[src/pkg/seq_cfg_pkg.sv]
// Constants, register layouts and helpers for the output sequencing register slice
package seq_cfg_pkg;

  // ---------------------------------------------------------------
  // Register offsets
  // ---------------------------------------------------------------
  localparam logic [7:0] OUT_A_DELAY_ADDR = 8'h10;
  localparam logic [7:0] OUT_B_DELAY_ADDR = 8'h11;
  localparam logic [7:0] OUTPUT_CONTROL_ADDR = 8'h12;
  localparam logic [7:0] MISC_CONFIG_ADDR = 8'h13;
  localparam logic [7:0] CLOCK_SYNC_ADDR = 8'h14;
  localparam logic [7:0] SEQ_STATUS_ADDR = 8'h3F;

  // ---------------------------------------------------------------
  // Reset values and masks
  // ---------------------------------------------------------------
  localparam logic [7:0] DELAY_RESET = 8'h00;
  localparam logic [7:0] OUTPUT_CONTROL_RESET = 8'h00;
  localparam logic [7:0] MISC_CONFIG_RESET = 8'h00;
  localparam logic [7:0] CLOCK_SYNC_RESET = 8'h00;
  localparam logic [7:0] OUTPUT_CONTROL_WRITE_MASK = 8'h77;
  localparam logic [7:0] UNMAPPED_READ = 8'h00;

  // ---------------------------------------------------------------
  // Field positions of the status register
  // ---------------------------------------------------------------
  localparam int STATUS_ON_OFF_BIT = 0;
  localparam int STATUS_SEQ_A_BIT = 1;
  localparam int STATUS_SEQ_B_BIT = 2;
  localparam int STATUS_EXT_PRESENT_BIT = 3;
  localparam int STATUS_USE_EXT_BIT = 4;
  localparam int STATUS_FREQ_INVALID_BIT = 5;

  // ---------------------------------------------------------------
  // Timing
  // ---------------------------------------------------------------
  localparam int CLOCK_PERIOD_NS = 50;
  localparam int HALF_MS_NS = 500000;
  localparam int HALF_MS_CYCLES = (HALF_MS_NS + CLOCK_PERIOD_NS - 1) / CLOCK_PERIOD_NS;
  localparam int CLK_ABSENT_CYCLES = 64;
  localparam logic [4:0] EXT_FREQ_MAX_CODE = 5'h17;

  // ---------------------------------------------------------------
  // Register layouts
  // ---------------------------------------------------------------
  typedef struct packed {
    logic [3:0] off_delay;
    logic [3:0] on_delay;
  } delay_reg_t;

  typedef struct packed {
    logic rsvd7;
    logic output_b_drain_select;
    logic output_b_pin_gating;
    logic output_b_level;
    logic rsvd3;
    logic output_a_open_drain;
    logic output_a_pin_gating;
    logic output_a_level;
  } output_control_t;

  typedef struct packed {
    logic rsvd7;
    logic startup_range;
    logic shutdown_range;
    logic dual_pin_function;
    logic dual_pin_pulldown;
    logic on_off_pin_pulldown;
    logic thermal_warning_threshold;
    logic spread_spectrum_on;
  } misc_config_t;

  typedef struct packed {
    logic rsvd7;
    logic pll_enable;
    logic rsvd5;
    logic [4:0] external_frequency_code;
  } clock_sync_t;

  typedef struct packed {
    logic [7:0] addr;
    logic [7:0] wdata;
    logic wr;
    logic rd;
  } reg_req_t;

  // Delay in half-millisecond ticks; long range doubles each step
  function automatic logic [4:0] delay_half_ms_steps(input logic [3:0] code, input logic long_range);
    delay_half_ms_steps = long_range ? {code, 1'b0} : {1'b0, code};
  endfunction

endpackage

[src/verilog/seq_delay_channel.sv]
// Delayed copy of the on/off level for one sequenced output
`timescale 1ns/1ps
`default_nettype none
module seq_delay_channel #(
  parameter int HALF_MS_CYCLES = seq_cfg_pkg::HALF_MS_CYCLES
) (
  input wire logic clock_in,
  input wire logic sys_rst_in,
  input wire logic clk_en_in,
  input wire logic pin_level_in,
  input wire logic [3:0] on_delay_in,
  input wire logic [3:0] off_delay_in,
  input wire logic on_range_in,
  input wire logic off_range_in,
  output logic seq_level_out,
  output logic busy_out
);
  import seq_cfg_pkg::*;

  localparam int PW = $clog2(HALF_MS_CYCLES);
  localparam logic [PW-1:0] PRE_LAST = PW'(HALF_MS_CYCLES - 1);

  logic target_q;
  logic seq_q;
  logic [4:0] steps_q;
  logic [PW-1:0] pre_q;
  logic [4:0] load_steps;
  logic edge_seen;
  logic tick;

  // ---------------------------------------------------------------
  // Edge and delay selection
  // ---------------------------------------------------------------
  assign load_steps = pin_level_in ? delay_half_ms_steps(on_delay_in, on_range_in)
                                   : delay_half_ms_steps(off_delay_in, off_range_in);
  assign edge_seen = pin_level_in != target_q;
  assign tick = pre_q == PRE_LAST;

  always_ff @(posedge clock_in or posedge sys_rst_in) begin
    if (sys_rst_in) begin
      target_q <= 1'b0;
    end else if (clk_en_in && edge_seen) begin
      target_q <= pin_level_in;
    end
  end

  // ---------------------------------------------------------------
  // Step counter
  // ---------------------------------------------------------------
  // Prescaler restarts on each edge so the first step is a full step
  always_ff @(posedge clock_in or posedge sys_rst_in) begin
    if (sys_rst_in) begin
      steps_q <= 5'h00;
      pre_q <= '0;
    end else if (clk_en_in) begin
      if (edge_seen) begin
        steps_q <= load_steps; // RL21
        pre_q <= '0;
      end else if (steps_q != 5'h00) begin
        if (tick) begin
          pre_q <= '0;
          steps_q <= steps_q - 5'h01;
        end else begin
          pre_q <= pre_q + PW'(1);
        end
      end
    end
  end

  // A reversal mid-delay simply restarts towards the new level
  always_ff @(posedge clock_in or posedge sys_rst_in) begin
    if (sys_rst_in) begin
      seq_q <= 1'b0;
    end else if (clk_en_in) begin
      if (edge_seen && load_steps == 5'h00) begin
        seq_q <= pin_level_in;
      end else if (!edge_seen && steps_q == 5'h01 && tick) begin
        seq_q <= target_q;
      end
    end
  end

  assign seq_level_out = seq_q;
  assign busy_out = steps_q != 5'h00;

endmodule // seq_delay_channel
`default_nettype wire

[src/verilog/ext_clock_monitor.sv]
// Presence detector for the external clock on the dual-use pin
`timescale 1ns/1ps
`default_nettype none
module ext_clock_monitor #(
  parameter int ABSENT_CYCLES = seq_cfg_pkg::CLK_ABSENT_CYCLES
) (
  input wire logic clock_in,
  input wire logic sys_rst_in,
  input wire logic clk_en_in,
  input wire logic pin_in,
  input wire logic monitor_en_in,
  output logic present_out,
  output logic change_event_out
);
  import seq_cfg_pkg::*;

  localparam int CW = $clog2(ABSENT_CYCLES + 1);
  localparam logic [CW-1:0] CNT_LAST = CW'(ABSENT_CYCLES);

  logic [2:0] sync_q;
  logic [CW-1:0] idle_q;
  logic present_q;
  logic event_q;
  logic pin_toggle;

  // ---------------------------------------------------------------
  // Pin synchroniser
  // ---------------------------------------------------------------
  // Only toggles are seen; clocks above half of clock_in alias
  always_ff @(posedge clock_in or posedge sys_rst_in) begin
    if (sys_rst_in) begin
      sync_q <= 3'h0;
    end else if (clk_en_in) begin
      sync_q <= {sync_q[1:0], pin_in};
    end
  end

  assign pin_toggle = sync_q[1] != sync_q[2];

  // ---------------------------------------------------------------
  // Presence and change event
  // ---------------------------------------------------------------
  always_ff @(posedge clock_in or posedge sys_rst_in) begin
    if (sys_rst_in) begin
      idle_q <= '0;
    end else if (clk_en_in) begin
      if (!monitor_en_in || pin_toggle) begin
        idle_q <= '0;
      end else if (idle_q != CNT_LAST) begin
        idle_q <= idle_q + CW'(1);
      end
    end
  end

  always_ff @(posedge clock_in or posedge sys_rst_in) begin
    if (sys_rst_in) begin
      present_q <= 1'b0;
      event_q <= 1'b0;
    end else if (clk_en_in) begin
      event_q <= 1'b0;
      if (!monitor_en_in) begin
        present_q <= 1'b0;
      end else if (pin_toggle && !present_q) begin
        present_q <= 1'b1;
        event_q <= 1'b1; // RL17
      end else if (!pin_toggle && present_q && idle_q == CNT_LAST) begin
        present_q <= 1'b0;
        event_q <= 1'b1; // RL17
      end
    end
  end

  assign present_out = present_q;
  assign change_event_out = event_q;

endmodule // ext_clock_monitor
`default_nettype wire

[src/verilog/output_sequencing_config_regs.sv]
// Output sequencing and configuration register slice
// Behaviour
// RL1 - output_b fall delayed by off-delay nibble
// RL2 - output_b rise delayed by on-delay nibble
// RL3 - Bit 6 picks output_b push-pull or open-drain
// RL4 - Bit 5 ANDs output_b level with pin
// RL5 - Bit 4 sets output_b level
// RL6 - Bit 2 picks output_a push-pull or open-drain
// RL7 - Bit 1 ANDs output_a level with pin
// RL8 - Bit 0 sets output_a level
// RL9 - Config bit 6 selects startup step size
// RL10 - Config bit 5 selects shutdown step size
// RL11 - Config bit 4 picks pin output or clock
// RL12 - Config bit 3 enables dual pin pull-down
// RL13 - Config bit 2 enables on/off pin pull-down
// RL14 - Config bit 1 picks thermal warning threshold
// RL15 - Config bit 0 enables spread spectrum
// RL16 - PLL bit 6 enables PLL, else RC oscillator
// RL17 - External clock change raises event while enabled
// RL18 - Software writes zero to PLL bit 5
// RL19 - Frequency code is code plus one MHz
// RL20 - output_a delays held at 0x10, same scaling
// RL21 - Delay is code times selected step
// RL22 - Control bits 7 and 3 read zero
`timescale 1ns/1ps
`default_nettype none
module output_sequencing_config_regs #(
  parameter int HALF_MS_CYCLES = seq_cfg_pkg::HALF_MS_CYCLES,
  parameter int CLK_ABSENT_CYCLES = seq_cfg_pkg::CLK_ABSENT_CYCLES
) (
  input wire logic clock_in,
  input wire logic sys_rst_in,
  input wire logic clk_en_in,
  input wire seq_cfg_pkg::reg_req_t reg_req_in,
  output logic [7:0] reg_rdata_out,
  input wire logic on_off_pin_in,
  input wire logic dual_use_clock_pin_in,
  output logic output_a_out,
  output logic output_a_oe_out,
  output logic output_b_out,
  output logic output_b_oe_out,
  output logic dual_pin_pulldown_out,
  output logic on_off_pin_pulldown_out,
  output logic thermal_warning_threshold_out,
  output logic spread_spectrum_on_out,
  output logic pll_enable_out,
  output logic internal_osc_forced_out,
  output logic use_external_clock_out,
  output logic [4:0] external_frequency_code_out,
  output logic ext_clock_present_out,
  output logic clock_event_out
);
  import seq_cfg_pkg::*;

  // ---------------------------------------------------------------
  // Declarations
  // ---------------------------------------------------------------
  delay_reg_t out_a_delay_q;
  delay_reg_t out_b_delay_q;
  output_control_t out_ctrl_q;
  misc_config_t misc_cfg_q;
  clock_sync_t clk_sync_q;
  logic [2:0] on_off_sync_q;
  logic on_off_level_q;
  logic seq_a;
  logic seq_b;
  logic busy_a;
  logic busy_b;
  logic ext_present;
  logic ext_event;
  logic monitor_en;
  logic freq_valid;
  logic level_a;
  logic level_b;
  logic out_a_q;
  logic oe_a_q;
  logic out_b_q;
  logic oe_b_q;
  logic use_ext_q;
  logic [7:0] status;
  logic [7:0] rdata_d;
  logic [7:0] rdata_q;

  // ---------------------------------------------------------------
  // On/off pin synchroniser
  // ---------------------------------------------------------------
  // Level only accepted once the last two stages agree
  always_ff @(posedge clock_in or posedge sys_rst_in) begin
    if (sys_rst_in) begin
      on_off_sync_q <= 3'h0;
    end else if (clk_en_in) begin
      on_off_sync_q <= {on_off_sync_q[1:0], on_off_pin_in};
    end
  end

  always_ff @(posedge clock_in or posedge sys_rst_in) begin
    if (sys_rst_in) begin
      on_off_level_q <= 1'b0;
    end else if (clk_en_in && on_off_sync_q[1] == on_off_sync_q[2]) begin
      on_off_level_q <= on_off_sync_q[2];
    end
  end

  // ---------------------------------------------------------------
  // Register writes
  // ---------------------------------------------------------------
  always_ff @(posedge clock_in or posedge sys_rst_in) begin
    if (sys_rst_in) begin
      out_a_delay_q <= delay_reg_t'(DELAY_RESET);
    end else if (clk_en_in && reg_req_in.wr && reg_req_in.addr == OUT_A_DELAY_ADDR) begin
      out_a_delay_q <= delay_reg_t'(reg_req_in.wdata); // RL20
    end
  end

  always_ff @(posedge clock_in or posedge sys_rst_in) begin
    if (sys_rst_in) begin
      out_b_delay_q <= delay_reg_t'(DELAY_RESET);
    end else if (clk_en_in && reg_req_in.wr && reg_req_in.addr == OUT_B_DELAY_ADDR) begin
      out_b_delay_q <= delay_reg_t'(reg_req_in.wdata);
    end
  end

  // Reserved control bits are never stored
  always_ff @(posedge clock_in or posedge sys_rst_in) begin
    if (sys_rst_in) begin
      out_ctrl_q <= output_control_t'(OUTPUT_CONTROL_RESET);
    end else if (clk_en_in && reg_req_in.wr && reg_req_in.addr == OUTPUT_CONTROL_ADDR) begin
      out_ctrl_q <= output_control_t'(reg_req_in.wdata & OUTPUT_CONTROL_WRITE_MASK); // RL22
    end
  end

  always_ff @(posedge clock_in or posedge sys_rst_in) begin
    if (sys_rst_in) begin
      misc_cfg_q <= misc_config_t'(MISC_CONFIG_RESET);
    end else if (clk_en_in && reg_req_in.wr && reg_req_in.addr == MISC_CONFIG_ADDR) begin
      misc_cfg_q <= misc_config_t'(reg_req_in.wdata);
    end
  end

  // Bit 5 is stored as written; the host keeps it at zero
  always_ff @(posedge clock_in or posedge sys_rst_in) begin
    if (sys_rst_in) begin
      clk_sync_q <= clock_sync_t'(CLOCK_SYNC_RESET);
    end else if (clk_en_in && reg_req_in.wr && reg_req_in.addr == CLOCK_SYNC_ADDR) begin
      clk_sync_q <= clock_sync_t'(reg_req_in.wdata);
    end
  end

  // ---------------------------------------------------------------
  // Delay sequencing
  // ---------------------------------------------------------------
  seq_delay_channel #(
    .HALF_MS_CYCLES(HALF_MS_CYCLES)
  ) u_seq_a (
    .clock_in(clock_in),
    .sys_rst_in(sys_rst_in),
    .clk_en_in(clk_en_in),
    .pin_level_in(on_off_level_q),
    .on_delay_in(out_a_delay_q.on_delay), // RL20
    .off_delay_in(out_a_delay_q.off_delay), // RL20
    .on_range_in(misc_cfg_q.startup_range), // RL9
    .off_range_in(misc_cfg_q.shutdown_range), // RL10
    .seq_level_out(seq_a),
    .busy_out(busy_a)
  );

  seq_delay_channel #(
    .HALF_MS_CYCLES(HALF_MS_CYCLES)
  ) u_seq_b (
    .clock_in(clock_in),
    .sys_rst_in(sys_rst_in),
    .clk_en_in(clk_en_in),
    .pin_level_in(on_off_level_q),
    .on_delay_in(out_b_delay_q.on_delay), // RL2
    .off_delay_in(out_b_delay_q.off_delay), // RL1
    .on_range_in(misc_cfg_q.startup_range), // RL9
    .off_range_in(misc_cfg_q.shutdown_range), // RL10
    .seq_level_out(seq_b),
    .busy_out(busy_b)
  );

  // ---------------------------------------------------------------
  // External clock supervision
  // ---------------------------------------------------------------
  // Watching is pointless while the pin serves as an output
  assign monitor_en = clk_sync_q.pll_enable && misc_cfg_q.dual_pin_function; // RL17

  ext_clock_monitor #(
    .ABSENT_CYCLES(CLK_ABSENT_CYCLES)
  ) u_ext_clk (
    .clock_in(clock_in),
    .sys_rst_in(sys_rst_in),
    .clk_en_in(clk_en_in),
    .pin_in(dual_use_clock_pin_in),
    .monitor_en_in(monitor_en),
    .present_out(ext_present),
    .change_event_out(ext_event)
  );

  // Reserved frequency codes keep the PLL on the internal oscillator
  assign freq_valid = clk_sync_q.external_frequency_code <= EXT_FREQ_MAX_CODE; // RL19

  always_ff @(posedge clock_in or posedge sys_rst_in) begin
    if (sys_rst_in) begin
      use_ext_q <= 1'b0;
    end else if (clk_en_in) begin
      use_ext_q <= clk_sync_q.pll_enable && ext_present && freq_valid; // RL16
    end
  end

  // ---------------------------------------------------------------
  // Output drivers
  // ---------------------------------------------------------------
  // Pin gating follows the sequenced copy of the on/off level
  assign level_a = out_ctrl_q.output_a_level && (!out_ctrl_q.output_a_pin_gating || seq_a); // RL7 RL8
  assign level_b = out_ctrl_q.output_b_level && (!out_ctrl_q.output_b_pin_gating || seq_b); // RL4 RL5

  always_ff @(posedge clock_in or posedge sys_rst_in) begin
    if (sys_rst_in) begin
      out_a_q <= 1'b0;
      oe_a_q <= 1'b0;
    end else if (clk_en_in) begin
      if (out_ctrl_q.output_a_open_drain) begin
        out_a_q <= 1'b0; // RL6
        oe_a_q <= !level_a; // RL6
      end else begin
        out_a_q <= level_a;
        oe_a_q <= 1'b1;
      end
    end
  end

  // In clock function the pin is released whatever the control bits say
  always_ff @(posedge clock_in or posedge sys_rst_in) begin
    if (sys_rst_in) begin
      out_b_q <= 1'b0;
      oe_b_q <= 1'b0;
    end else if (clk_en_in) begin
      if (misc_cfg_q.dual_pin_function) begin
        out_b_q <= 1'b0; // RL11
        oe_b_q <= 1'b0; // RL11
      end else if (out_ctrl_q.output_b_drain_select) begin
        out_b_q <= 1'b0; // RL3
        oe_b_q <= !level_b; // RL3
      end else begin
        out_b_q <= level_b;
        oe_b_q <= 1'b1;
      end
    end
  end

  assign output_a_out = out_a_q;
  assign output_a_oe_out = oe_a_q;
  assign output_b_out = out_b_q;
  assign output_b_oe_out = oe_b_q;

  // ---------------------------------------------------------------
  // Configuration outputs
  // ---------------------------------------------------------------
  assign dual_pin_pulldown_out = misc_cfg_q.dual_pin_pulldown; // RL12
  assign on_off_pin_pulldown_out = misc_cfg_q.on_off_pin_pulldown; // RL13
  assign thermal_warning_threshold_out = misc_cfg_q.thermal_warning_threshold; // RL14
  assign spread_spectrum_on_out = misc_cfg_q.spread_spectrum_on; // RL15
  assign pll_enable_out = clk_sync_q.pll_enable; // RL16
  assign internal_osc_forced_out = !clk_sync_q.pll_enable; // RL16
  assign use_external_clock_out = use_ext_q;
  assign external_frequency_code_out = clk_sync_q.external_frequency_code; // RL19
  assign ext_clock_present_out = ext_present;
  assign clock_event_out = ext_event;

  // ---------------------------------------------------------------
  // Register reads
  // ---------------------------------------------------------------
  always_comb begin
    status = 8'h00;
    status[STATUS_ON_OFF_BIT] = on_off_level_q;
    status[STATUS_SEQ_A_BIT] = seq_a;
    status[STATUS_SEQ_B_BIT] = seq_b;
    status[STATUS_EXT_PRESENT_BIT] = ext_present;
    status[STATUS_USE_EXT_BIT] = use_ext_q;
    status[STATUS_FREQ_INVALID_BIT] = !freq_valid;
  end

  always_comb begin
    unique case (reg_req_in.addr)
      OUT_A_DELAY_ADDR: rdata_d = out_a_delay_q;
      OUT_B_DELAY_ADDR: rdata_d = out_b_delay_q;
      OUTPUT_CONTROL_ADDR: rdata_d = out_ctrl_q & OUTPUT_CONTROL_WRITE_MASK; // RL22
      MISC_CONFIG_ADDR: rdata_d = misc_cfg_q;
      CLOCK_SYNC_ADDR: rdata_d = clk_sync_q;
      SEQ_STATUS_ADDR: rdata_d = status;
      default: rdata_d = UNMAPPED_READ;
    endcase
  end

  // Read data holds until the next read strobe
  always_ff @(posedge clock_in or posedge sys_rst_in) begin
    if (sys_rst_in) begin
      rdata_q <= 8'h00;
    end else if (clk_en_in && reg_req_in.rd) begin
      rdata_q <= rdata_d;
    end
  end

  assign reg_rdata_out = rdata_q;

endmodule // output_sequencing_config_regs
`default_nettype wire

[config.mk]
export PLATFORM = sky130hd
export DESIGN_NAME = output_sequencing_config_regs
export DESIGN_NICKNAME = d
export VERILOG_FILES = /design/src/pkg/seq_cfg_pkg.sv /design/src/verilog/seq_delay_channel.sv /design/src/verilog/ext_clock_monitor.sv /design/src/verilog/output_sequencing_config_regs.sv
export SDC_FILE = /design/constraint.sdc
export NUM_CORES = 1
export LEC_CHECK = 0
export BUFFER_PORTS_ARGS = -buffer_cell sky130_fd_sc_hd__buf_2
export CORE_MARGIN = 3
export CORE_UTILIZATION = 30
export CTS_CLUSTER_DIAMETER = 150
export CTS_CLUSTER_SIZE = 28
export DETAILED_ROUTE_END_ITERATION = 16
export PLACE_DENSITY = 0.55
export SKIP_CTS_REPAIR_TIMING = 1
export SLEW_MARGIN = 40
export SYNTH_ARGS = -nofsm -noshare
export SYNTH_HDL_FRONTEND = slang
export SYNTH_SLANG_ARGS = --single-unit
export TNS_END_PERCENT = 20
[constraint.sdc]
create_clock -name clock_in -period 4.85 [get_ports clock_in]
set_input_delay 0.97 -clock clock_in [delete_from_list [all_inputs] [get_ports clock_in]]
set_output_delay 0.97 -clock clock_in [all_outputs]
set_load 0.1 [all_outputs]
==> metrics.md, run 1 <==
| Metric | Value |
|---|---|
| Worst Hold Class | flop to flop |
| Number of remaining DRC errors | 0 |
| Vias in the first global route | approximately 4.3k |
| Synth async-reset ratio | 100% |
| Main combinational cell family by area after synthesis | simple AND/OR/NAND/NOR gates |
| P per Cell Area | between 300 and 400 mW/mm2 |
| Path type of the worst setup path | input port to flop |
| Chip Width | 145 um |
| Post-synth EDFFs | 0 |
| XOR/XNOR Fraction of Synth Area | around 2.7% |
| DP HPWL | around 10 mm |
| Reg2Reg Setup Slack | ~2.3 ns |
| Post-Route WL | between 10 and 15 mm |
| Mapped cell area | 0.00576 mm2 |
| Crit Path Max Fanout | 12 |
| DR top layer | met4 |
| Core footprint | 0.0188 mm2 |
| # diodes | 0 |
| Root Buffer | clkbuf_16 |
| Count leader, synth | dfrtp_1 |
| Reg area | approximately 0.0027 mm2 |
| Die area | around 0.021 mm2 |
| Tmin final | about 2.6 ns |
| Critical path startpoint category | input port |
| CTS tree | done |
| Clock latency on the worst-skew pair | roughly 0.37 ns |
| Top cells by count, synth | dfrtp_1, nand2_1, o21ai_0 |
| TNS Setup | 0 ns |
| Worst-Margin Slew | 0.749 ns |
| Met2 wire length | roughly 6.9 mm |
| Synth Warn # | 0 |
| Core Rows | 50 |
| Final Hold Fails | 0 |
| Longest Clk Path Bufs | 2 |
| Synthesized Nets | slightly above 600 |
| Sequential fraction of the synthesis area | a little under half |
| H-tree depth | 3 |
| Final estimated routing congestion in global placement | a little under 0.9 |
| Reg clk slew, reported paths | 0.08 ns |
| # setup viols final | 0 |
| CTS sink count | 109 |
| Met1 wire length | 6.73 mm |
| Max-slew headroom | between 40% and 50% |
| CTS Buf Count | 9 |
| Kind of end point of the critical path | flop |
| Fin util | 34.5% |
| Nets | around 650 |
| Vias | approximately 4.5k |
| Tot GR Track Use | between 10 and 15% |
| WHS | ~0.48 ns |
| Largest net degree at the start of global routing | between 50 and 60 |
| Max Transition Viols Final | 0 |
| Starting density of the core | 30.7% |
| IO Port Bufs | 48 |
| Area grow syn2layout | 12.5% |
| Worst Path Arrival | between 2 and 3 ns |
| First-pass GRT wire length | around 23 mm |
| Synth cell types | 57 |
| Fin crit share | between 50 and 60% |
| Synth Area in Compound Gates | between 10% and 20% |
| Area contributors post-synth | dfrtp_1, mux2_2, o21ai_0, nand2_1, a21oi_1 |
| Fmax achieved | roughly 0.38 GHz |
| Clock Skews | 0.0149 ns |
| First-iteration detailed-routing DRC count | roughly 370 |
| Post-synthesis mux area share | between 10% and 20% |
| RSZ-0062 raised after global routing | no |
| Fillcell total | approximately 1.9k |
| Layout cells sized above 1 | 19.4% |
| Total global routing overflow | 0 |
| Antenna-violating nets left | 0 |
| WL per Instance | approximately 17 um |
| Leakage Power | slightly below 3 nW |
| Status | finished clean |
| DR WL met3 | 474 um |
| Largest area contributor in the netlist | dfrtp_1 |
| Vias per cell | around 5.2 |
| Ys flop type | dfrtp_1 |
| Initial antenna violation count | 0 |
| Worst EP required | between 5 and 6 ns |
| Drt pass-1 iters | 4 |
| VDD IR-drop max | roughly 160 uV |
| I/O pin count | 49 |
| Simple logic cell fraction of the synthesized area | 16.3% |
| Cells after Synth | approximately 590 |
| Adder-Cell Fraction of Synth Area | 2.17% |
| Synth top area share | 47.4% |
| Die Ht | between 100 and 150 um |
| Area of the multi-input gates | around 0.0028 mm2 |
| Synth Register Bits | 109 |
| Max cap viols | 0 |
| Avg Cell Area, Syn | between 9 and 10 um2 |
==> kinds of logic after synthesis <==
logic type | after synthesis
adder cells (fa/ha/maj) | 10
AO/OA/AOI/OAI | 145
buffers and inverters | 53
multiplexers | 59
AND/OR/NAND/NOR | 191
flip-flops | 109
XOR/XNOR | 18
==> path summary, 6_finish.rpt <==
check                      cells past startpoint         startpoint                              to
min in group asynchronous                      2         sys_rst_in             u_ext_clk.sync_q[0]
min reg2reg                                    2   reg_rdata_out[0]                reg_rdata_out[0]
max reg2reg                                    6  u_seq_b.pre_q[11]              u_seq_b.steps_q[3]
max in group asynchronous                      3         sys_rst_in                out_a_delay_q[2]
min                                            2   reg_rdata_out[0]                reg_rdata_out[0]
max                                            5     reg_req_in[10]  external_frequency_code_out[1]
==> registers in the layout, summed over array words and instances (netlist names), 2 cells and up <==
name	cells
clk_sync_q	2
external_frequency_code_out	5
misc_cfg_q	4
on_off_sync_q	3
out_a_delay_q	8
out_b_delay_q	8
out_ctrl_q	6
reg_rdata_out	8
u_ext_clk.idle_q	7
u_ext_clk.sync_q	3
u_seq_a.pre_q	14
u_seq_a.steps_q	5
u_seq_b.pre_q	14
u_seq_b.steps_q	5
==> layout by cell type, fill, tap and decap left out, types with 15 or more instances in the layout <==
master   synthesis  layout
dfrtp_1        109     109
nand2_1         61      61
o21ai_0         59      59
buf_2            4      48
mux2_2          43      43
nor2_1          40      40
a21oi_1         32      32
inv_1           22      21
nand3_1         19      19
and3_1          15      15
mux2i_1         15      15
==> cell type report <==
cell class	count	share of cell area (%)
Clock inverter	6	1.18
Inverter	22	1.31
Multi-Input combinational cell	423	43.0
Clock buffer	10	3.54
Tap cell	234	4.52
Timing Repair Buffer	53	4.29
Sequential cell	109	42.1
==> stage by stage <==
stage          cell area, um2  power, mW  worst slack (ns)  instances
6_report                 6470       2.58              2.23        857
5_1_grt                  6470       2.76              2.10        857
3_5_place_dp             6170       1.82              1.87        841
3_3_place_gp             6160       1.79              1.92        841
4_1_cts                  6470       2.61              2.24        857
2_1_floorplan            5760       1.65              1.01        585
==> critical path, cell delays in order <==
cell and delay, ns:
buf_2 0.19, or4_1 0.54, nor2_2 0.32, nand3_1 0.43, mux2_2 0.41
==> power breakdown <==
group,leakage [nW],switching [mW],internal (mW)
Sequential,1.46,0.0919,1.00
Combinational,1.34,0.454,0.256
Clock,0.150,0.367,0.412
Total,2.95,0.912,1.67
==> per-layer routing <==
metal	global-route usage, %	vias to the layer above
met5	0	-
met4	5.20	0
met3	2.74	20
met2	23.1	79
met1	19.0	2226
li1	-	2162
No activity file was read; power rests on OpenSTA's default activity.
==> run 2: changes to the inputs <==
--- a/config.mk
+++ b/config.mk
@@ -5,13 +5,14 @@
 export SDC_FILE = /design/constraint.sdc
 export NUM_CORES = 1
 export LEC_CHECK = 0
+export ABC_AREA = 1
 export BUFFER_PORTS_ARGS = -buffer_cell sky130_fd_sc_hd__buf_2
 export CORE_MARGIN = 3
 export CORE_UTILIZATION = 30
 export CTS_CLUSTER_DIAMETER = 150
 export CTS_CLUSTER_SIZE = 28
 export DETAILED_ROUTE_END_ITERATION = 16
-export PLACE_DENSITY = 0.55
+export PLACE_DENSITY = 0.56
 export SKIP_CTS_REPAIR_TIMING = 1
 export SLEW_MARGIN = 40
 export SYNTH_ARGS = -nofsm -noshare
==> constraint.sdc (replaced) <==
create_clock -name clock_in -period 2.1 [get_ports clock_in]
set_input_delay 0.42 -clock clock_in [delete_from_list [all_inputs] [get_ports clock_in]]
set_output_delay 0.42 -clock clock_in [all_outputs]
set_load 0.1 [all_outputs]
==> metrics.md, run 2 <==
| Metric | Value |
|---|---|
| Status | finished clean |
| IO Port Bufs | 48 (unchanged) |
| RR Endpoint | u_seq_b.steps_q[0] |
| Most common cell after layout, fill and taps aside | nand2_1 |
| I/O pin count | 49 (unchanged) |
| Core Rows | 52 (+4.0%) |
| TNS Setup | 0 ns (unchanged) |
| Largest registers | u_seq_a.pre_q (14), u_seq_b.pre_q (14) |
| Total global routing overflow | 0 (unchanged) |
| Post-synth EDFFs | 0 (unchanged) |
| Worst-Margin Slew | 0.608 ns (-0.141 ns) |
| Fin util | 34.8% (+0.26 points) |
| Worst EP required | 2.34 ns (-2.76 ns) |
| Cells after Synth | 871 (+49%) |
| Clock latency on the worst-skew pair | 0.37 ns (about the same) |
| Max-slew headroom | 59.5% (+9.7 points) |
| Tmin final | around 1.8 ns |
| Tot GR Track Use | 14.7% (+0.45 points) |
| Dpl cells | 1170 (+39%) |
| Max Transition Viols Final | 0 (unchanged) |
| Core footprint | 0.0206 mm2 (+9.5%) |
| RSZ-0062 raised after global routing | no |
| Reg2Reg Setup Slack | 0.27 ns (-2.00 ns) |
| Largest net degree at the start of global routing | 110 (+96%) |
| Post-Route WL | 16.0 mm (+11%) |
| Drt pass-1 iters | 5 (+1) |
| Die area | 0.0230 mm2 (+10%) |
| P per Cell Area | 856 mW/mm2 (+110%) |
| Final Total Pwr | 6.12 mW (+140%) |
| Most frequent cells in the layout | nand2_1, dfrtp_1, inv_1, nand3_1, nor2_1 |
| Largest area contributor in the netlist | dfrtp_1 |
| Die Ht | 152 um (+5.0%) |
| Fmax achieved | about 0.55 GHz |
| Nets | 944 (+45%) |
| Path type of the worst setup path | flop to flop |
| # setup viols final | 0 (unchanged) |
| Ys flop type | dfrtp_1 |
| H-tree depth | 3 (unchanged) |
| Worst Hold Class | input port to asynchronous set/reset pin |
| Reg clk slew, reported paths | 0.09 ns (about the same) |
| Antenna-violating nets left | 0 (unchanged) |
| Layout cells sized above 1 | 12.8% (-6.6 points) |
| Chip Width | 152 um (+5.0%) |
| Avg Cell Area, Syn | 7.32 um2 (-26%) |
| Vias in the first global route | 5263 (+22%) |
| Synth Warn # | 0 (unchanged) |
| Crit Path Max Fanout | 8 (-4) |
| VDD IR-drop max | 424 uV (+170%) |
| CP Launch Point | u_seq_b.pre_q[0] |
| Worst Path Arrival | 2.07 ns (-0.80 ns) |
| CTS tree | done |
| Critical path startpoint category | flop |
| Fin crit share | ~87% |
| Area contributors post-synth | dfrtp_1, nand2_1, nand3_1, inv_1, o21ai_0 |
| Clock Skews | 0.0142 ns (-0.000703 ns) |
| First-iteration detailed-routing DRC count | 480 (+30%) |
| WHS | 0.211 ns (-0.272 ns) |
| Critical Path, Cell by Cell | ha_1 -> nand3_1 -> nor3_1 -> a21oi_2 -> nor2_4 -> inv_2 -> nand2_1 -> o21ai_1 |
| Longest Clk Path Bufs | 2 (unchanged) |
| CTS sink count | 109 (unchanged) |
| First-pass GRT wire length | 27.1 mm (+17%) |
| Synth top area share | 42.8% (-4.6 points) |
| Top cells by count, synth | nand2_1, dfrtp_1, inv_1 |
| Max cap viols | 0 (unchanged) |
| Count leader, synth | nand2_1 |
| # diodes | 0 (unchanged) |
| Final Non-Filler Cells | 1186 (+38%) |
| Area grow syn2layout | 12.1% |
| CTS Buf Count | 9 (unchanged) |
| Final Hold Fails | 0 (unchanged) |
| Slowest cell on crit path | dfrtp_1 |
| DP HPWL | 11.8 mm (+13%) |
| Kind of end point of the critical path | flop |
| Synth cell types | 34 (-40%) |
| Leakage Power | 3.49 nW (+18%) |
| Initial antenna violation count | 0 (unchanged) |
| Sequential fraction of the synthesis area | 42.8% (-4.6 points) |
| Mapped cell area | 0.00638 mm2 (+11%) |
| R2r startpoint | u_seq_b.pre_q[0] |
| Max incr delay on CP | 0.40 ns (-0.14 ns) |
| FF-to-FF path depth | 8 (+2) |
| Final estimated routing congestion in global placement | 0.847 (-2.0%) |
| Starting density of the core | 31.0% (+0.35 points) |
| Vias | 5573 (+24%) |
| Number of remaining DRC errors | 0 (unchanged) |
| Synth Register Bits | 109 (unchanged) |
| WL per Instance | 13.5 um (-20%) |
| CP Capture Point | u_seq_b.steps_q[0] |
| Vias per cell | 4.70 (-10%) |
| Synthesized Nets | 904 (+46%) |
| Root Buffer | clkbuf_16 |
| Synth async-reset ratio | 100% (unchanged) |
run 2: cell count changes in the layout (fill, tap and decap cells not counted), moves of 15 or more:
cell     change
and3_1      -15
inv_1       +65
mux2_2      -43
mux2i_1     -15
nand2_1    +221
nand3_1     +66
nor2_1      +20
o21ai_1     +30
run 2: logic make-up (layout without fill, tap and decap cells):
logic type | after synthesis | count (layout) | share of synthesized area (%)
AND/OR/NAND/NOR | 495 | 495 | 34.2
buffers and inverters | 126 | 171 | 9.11
AO/OA/AOI/OAI | 113 | 113 | 9.44
flip-flops | 109 | 109 | 42.8
XOR/XNOR | 18 | 18 | 2.47
adder cells (fa/ha/maj) | 10 | 10 | 1.96
run 2: stage by stage:
| stage | cell area, um2 | setup slack (ns) |
|---|---|---|
| floorplan | 6380 | 0.0501 |
| global placement | 6830 | 0.244 |
| detailed placement | 6830 | 0.248 |
| CTS | 7150 | 0.270 |
| global route | 7150 | 0.0986 |
| finish | 7150 | 0.271 |
run 2: metal layers:
metal	part of all wire (%)	vias to the layer above	track usage (%)
met5	0	-	0
met2	46	122	23.7
met3	3.9	15	1.84
met4	1.7	0	4.27
met1	49	2558	20.8
li1	-	2878	-
run 2: worst min-delay path by stage:
stage | startpoint | end
after CTS | dual_use_clock_pin_in | u_ext_clk.sync_q[0]
after detailed placement | u_seq_a.seq_level_out | u_seq_a.seq_level_out
after global placement | on_off_sync_q[0] | on_off_sync_q[0]
after global routing | on_off_pin_in | on_off_sync_q[0]
after floorplan | u_seq_a.seq_level_out | u_seq_a.seq_level_out
final | sys_rst_in | u_seq_a.pre_q[7]
run 2: report_power, final:
part           internal [mW]  total, mW  switching, mW
combinational          0.548       1.73           1.18
clock                  0.863       1.79          0.928
sequential              2.35       2.60          0.246
run 2: cell type report:
type | count | area (um2)
multi-input cells | 636 | 3070
repair buffers | 58 | 328
inverters | 97 | 373
fillers | 2248 | 13400
flip-flops and latches | 109 | 2730
well taps | 270 | 338
clock inverters | 7 | 86.3
clock buffers | 9 | 225
run 2: worst max-delay path, delay by kind of cell (launching register included):
family	cells	cell delay, ns
compound gates	2	0.24
fa+ha+maj	1	0.20
buf+inv	1	0.10
flops	1	0.40
simple gates	4	0.75
==> run 3: changes to the inputs <==
--- a/config.mk
+++ b/config.mk
@@ -12,7 +12,7 @@
 export CTS_CLUSTER_DIAMETER = 150
 export CTS_CLUSTER_SIZE = 28
 export DETAILED_ROUTE_END_ITERATION = 16
-export PLACE_DENSITY = 0.56
+export PLACE_DENSITY = 0.55
 export SKIP_CTS_REPAIR_TIMING = 1
 export SLEW_MARGIN = 40
 export SYNTH_ARGS = -nofsm -noshare
==> constraint.sdc (replaced) <==
create_clock -name clock_in -period 1.8 [get_ports clock_in]
set_input_delay 0.36 -clock clock_in [delete_from_list [all_inputs] [get_ports clock_in]]
set_output_delay 0.36 -clock clock_in [all_outputs]
set_load 0.1 [all_outputs]
==> metrics.md, run 3 (synthesized netlist as in run 2, its figures left out) <==
| Metric | Value |
|---|---|
| Status | finished clean |
| RR Endpoint | u_seq_b.steps_q[1] |
| Antenna-violating nets left | 0 (unchanged) |
| Max Transition Viols Final | 0 (unchanged) |
| Instance area after placement | 0.00711 mm2 (+4.0%) |
| R2r startpoint | on_off_level_q |
| Reg2Reg Setup Slack | 0.15 ns (-0.12 ns) |
| Longest Clk Path Bufs | 2 (unchanged) |
| Drt pass-1 iters | 5 (unchanged) |
| First-pass GRT wire length | 28.0 mm (+3.3%) |
| Crit Path Max Fanout | 5 (-3) |
| Final estimated routing congestion in global placement | 0.882 (+4.1%) |
| Final Cell Area | 0.00747 mm2 (+4.6%) |
| Nets | 976 (+3.4%) |
| TNS Setup | 0 ns (unchanged) |
| Setup WS pre-CTS | 0.00567 ns (-0.242 ns) |
| Reg clk slew, reported paths | 0.08 ns (about the same) |
| Final Non-Filler Cells | 1218 (+2.7%) |
| Core footprint | 0.0206 mm2 (unchanged) |
| Post-Route WL | 16.1 mm (+0.34%) |
| Clock latency on the worst-skew pair | 0.35 ns (-0.02 ns) |
| WL per Instance | 13.2 um (-2.3%) |
| CTS Buf Count | 9 (unchanged) |
| Largest net degree at the start of global routing | 33 (-70%) |
| Final Hold Fails | 0 (unchanged) |
| # setup viols final | 0 (unchanged) |
| Root Buffer | clkbuf_16 |
| FF-to-FF path depth | 9 (+1) |
| Number of remaining DRC errors | 0 (unchanged) |
| Path type of the worst setup path | flop to output pin |
| Dpl cells | 1200 (+2.6%) |
| Most frequent cells in the layout | nand2_1, dfrtp_1, inv_1, nand3_1, nor2_1 |
| Area grow syn2layout | 17.2% |
| Kind of end point of the critical path | output pin |
| DP HPWL | 12.5 mm (+5.5%) |
| Max cap viols | 0 (unchanged) |
| Critical path startpoint category | flop |
| CTS sink count | 109 (unchanged) |
| Die area | 0.0230 mm2 (unchanged) |
| P per Cell Area | 993 mW/mm2 (+16%) |
| I/O pin count | 49 (unchanged) |
| Die Ht | 152 um (unchanged) |
| Setup ws final | 0.116 ns (-0.155 ns) |
| Fin crit share | slightly above 90% |
| Worst-Margin Slew | 0.499 ns (-0.108 ns) |
| Initial antenna violation count | 0 (unchanged) |
| Core Rows | 52 (unchanged) |
| Fmax achieved | 0.594 GHz |
| Starting density of the core | 31.0% (unchanged) |
| VDD IR-drop max | 556 uV (+31%) |
| Tot GR Track Use | 15.0% (+0.31 points) |
| First-iteration detailed-routing DRC count | 319 (-34%) |
| Max-slew headroom | 66.9% (+7.5 points) |
| Vias per cell | 4.67 (-0.57%) |
| Layout cells sized above 1 | 15.9% (+3.2 points) |
| Leakage Power | 3.68 nW (+5.3%) |
| H-tree depth | 3 (unchanged) |
| Most common cell after layout, fill and taps aside | nand2_1 |
| Clock Skews | 0.00967 ns (-0.00453 ns) |
| Worst Path Arrival | 1.32 ns (-0.75 ns) |
| Worst EP required | 1.44 ns (-0.90 ns) |
| Chip Width | 152 um (unchanged) |
| Vias | 5691 (+2.1%) |
| IO Port Bufs | 48 (unchanged) |
| Vias in the first global route | 5722 (+8.7%) |
| CTS tree | done |
| # diodes | 0 (unchanged) |
| Largest registers | u_seq_a.pre_q (14), u_seq_b.pre_q (14) |
| Worst Hold Class | input port to asynchronous set/reset pin |
| Total global routing overflow | 0 (unchanged) |
| Tmin final | between 1.5 and 2 ns |
==> run 3: cell count changes in the layout (fill, tap and decap cells not counted), sizes merged <==
cell | before | now
buf | 58 | 90
clkinv | 3 | 0
bufinv | 0 | 2
inv | 100 | 101
==> run 3: layout make-up <==
| cell class | instances | area (um2) |
|---|---|---|
| Clock buffer | 9 | 225 |
| Clock inverter | 7 | 111 |
| Fill cell | 2264 | 13100 |
| Inverter | 97 | 373 |
| Multi-Input combinational cell | 636 | 3080 |
| Sequential cell | 109 | 2730 |
| Tap cell | 270 | 338 |
| Timing Repair Buffer | 90 | 618 |
==> run 3: worst max-delay path, cell delays in order (launching register included) <==
cell     delay, ns
dfrtp_1       0.46
inv_1         0.09
buf_2         0.42
==> run 3: where the power goes <==
group          switching, mW  internal [mW]  total (mW)
clock                   1.01           1.26        2.27
sequential             0.285           2.75        3.03
combinational           1.38          0.731        2.11
total                   2.68           4.74        7.42
==> run 3: per-layer routing <==
layer / part of all wire (%) / vias up / GRT usage, %
li1: - / 2941 / -
met1: 47 / 2609 / 19.8
met5: 0 / - / 0
met4: 2.6 / 0 / 5.93
met2: 47 / 115 / 25.0
met3: 3.5 / 26 / 2.02
==> run 3: through the flow <==
stage / total power [mW] / hold WS, ns / utilization, %
2_1_floorplan: 4.70 / 0.441 / -
3_3_place_gp: 5.19 / 0.408 / 34.6
3_5_place_dp: 5.20 / 0.411 / 34.6
4_1_cts: 7.50 / 0.0213 / 36.2
5_1_grt: 7.93 / 0.0428 / 36.3
6_report: 7.42 / 0.0170 / 36.3
==> run 3: worst max path at each step <==
stage,start,depth (start not counted),endpoint,slack [ns]
6_report,pll_enable_out,2,internal_osc_forced_out,0.12
5_1_grt,u_seq_b.steps_q[2],8,u_seq_b.pre_q[0],-0.01
4_1_cts,u_seq_b.pre_q[0],8,u_seq_b.steps_q[0],0.01
3_5_place_dp,u_seq_b.pre_q[0],8,u_seq_b.steps_q[0],0.006
3_3_place_gp,u_seq_b.pre_q[0],8,u_seq_b.steps_q[0],0.01
2_1_floorplan,pll_enable_out,2,pll_enable_out,-0.22
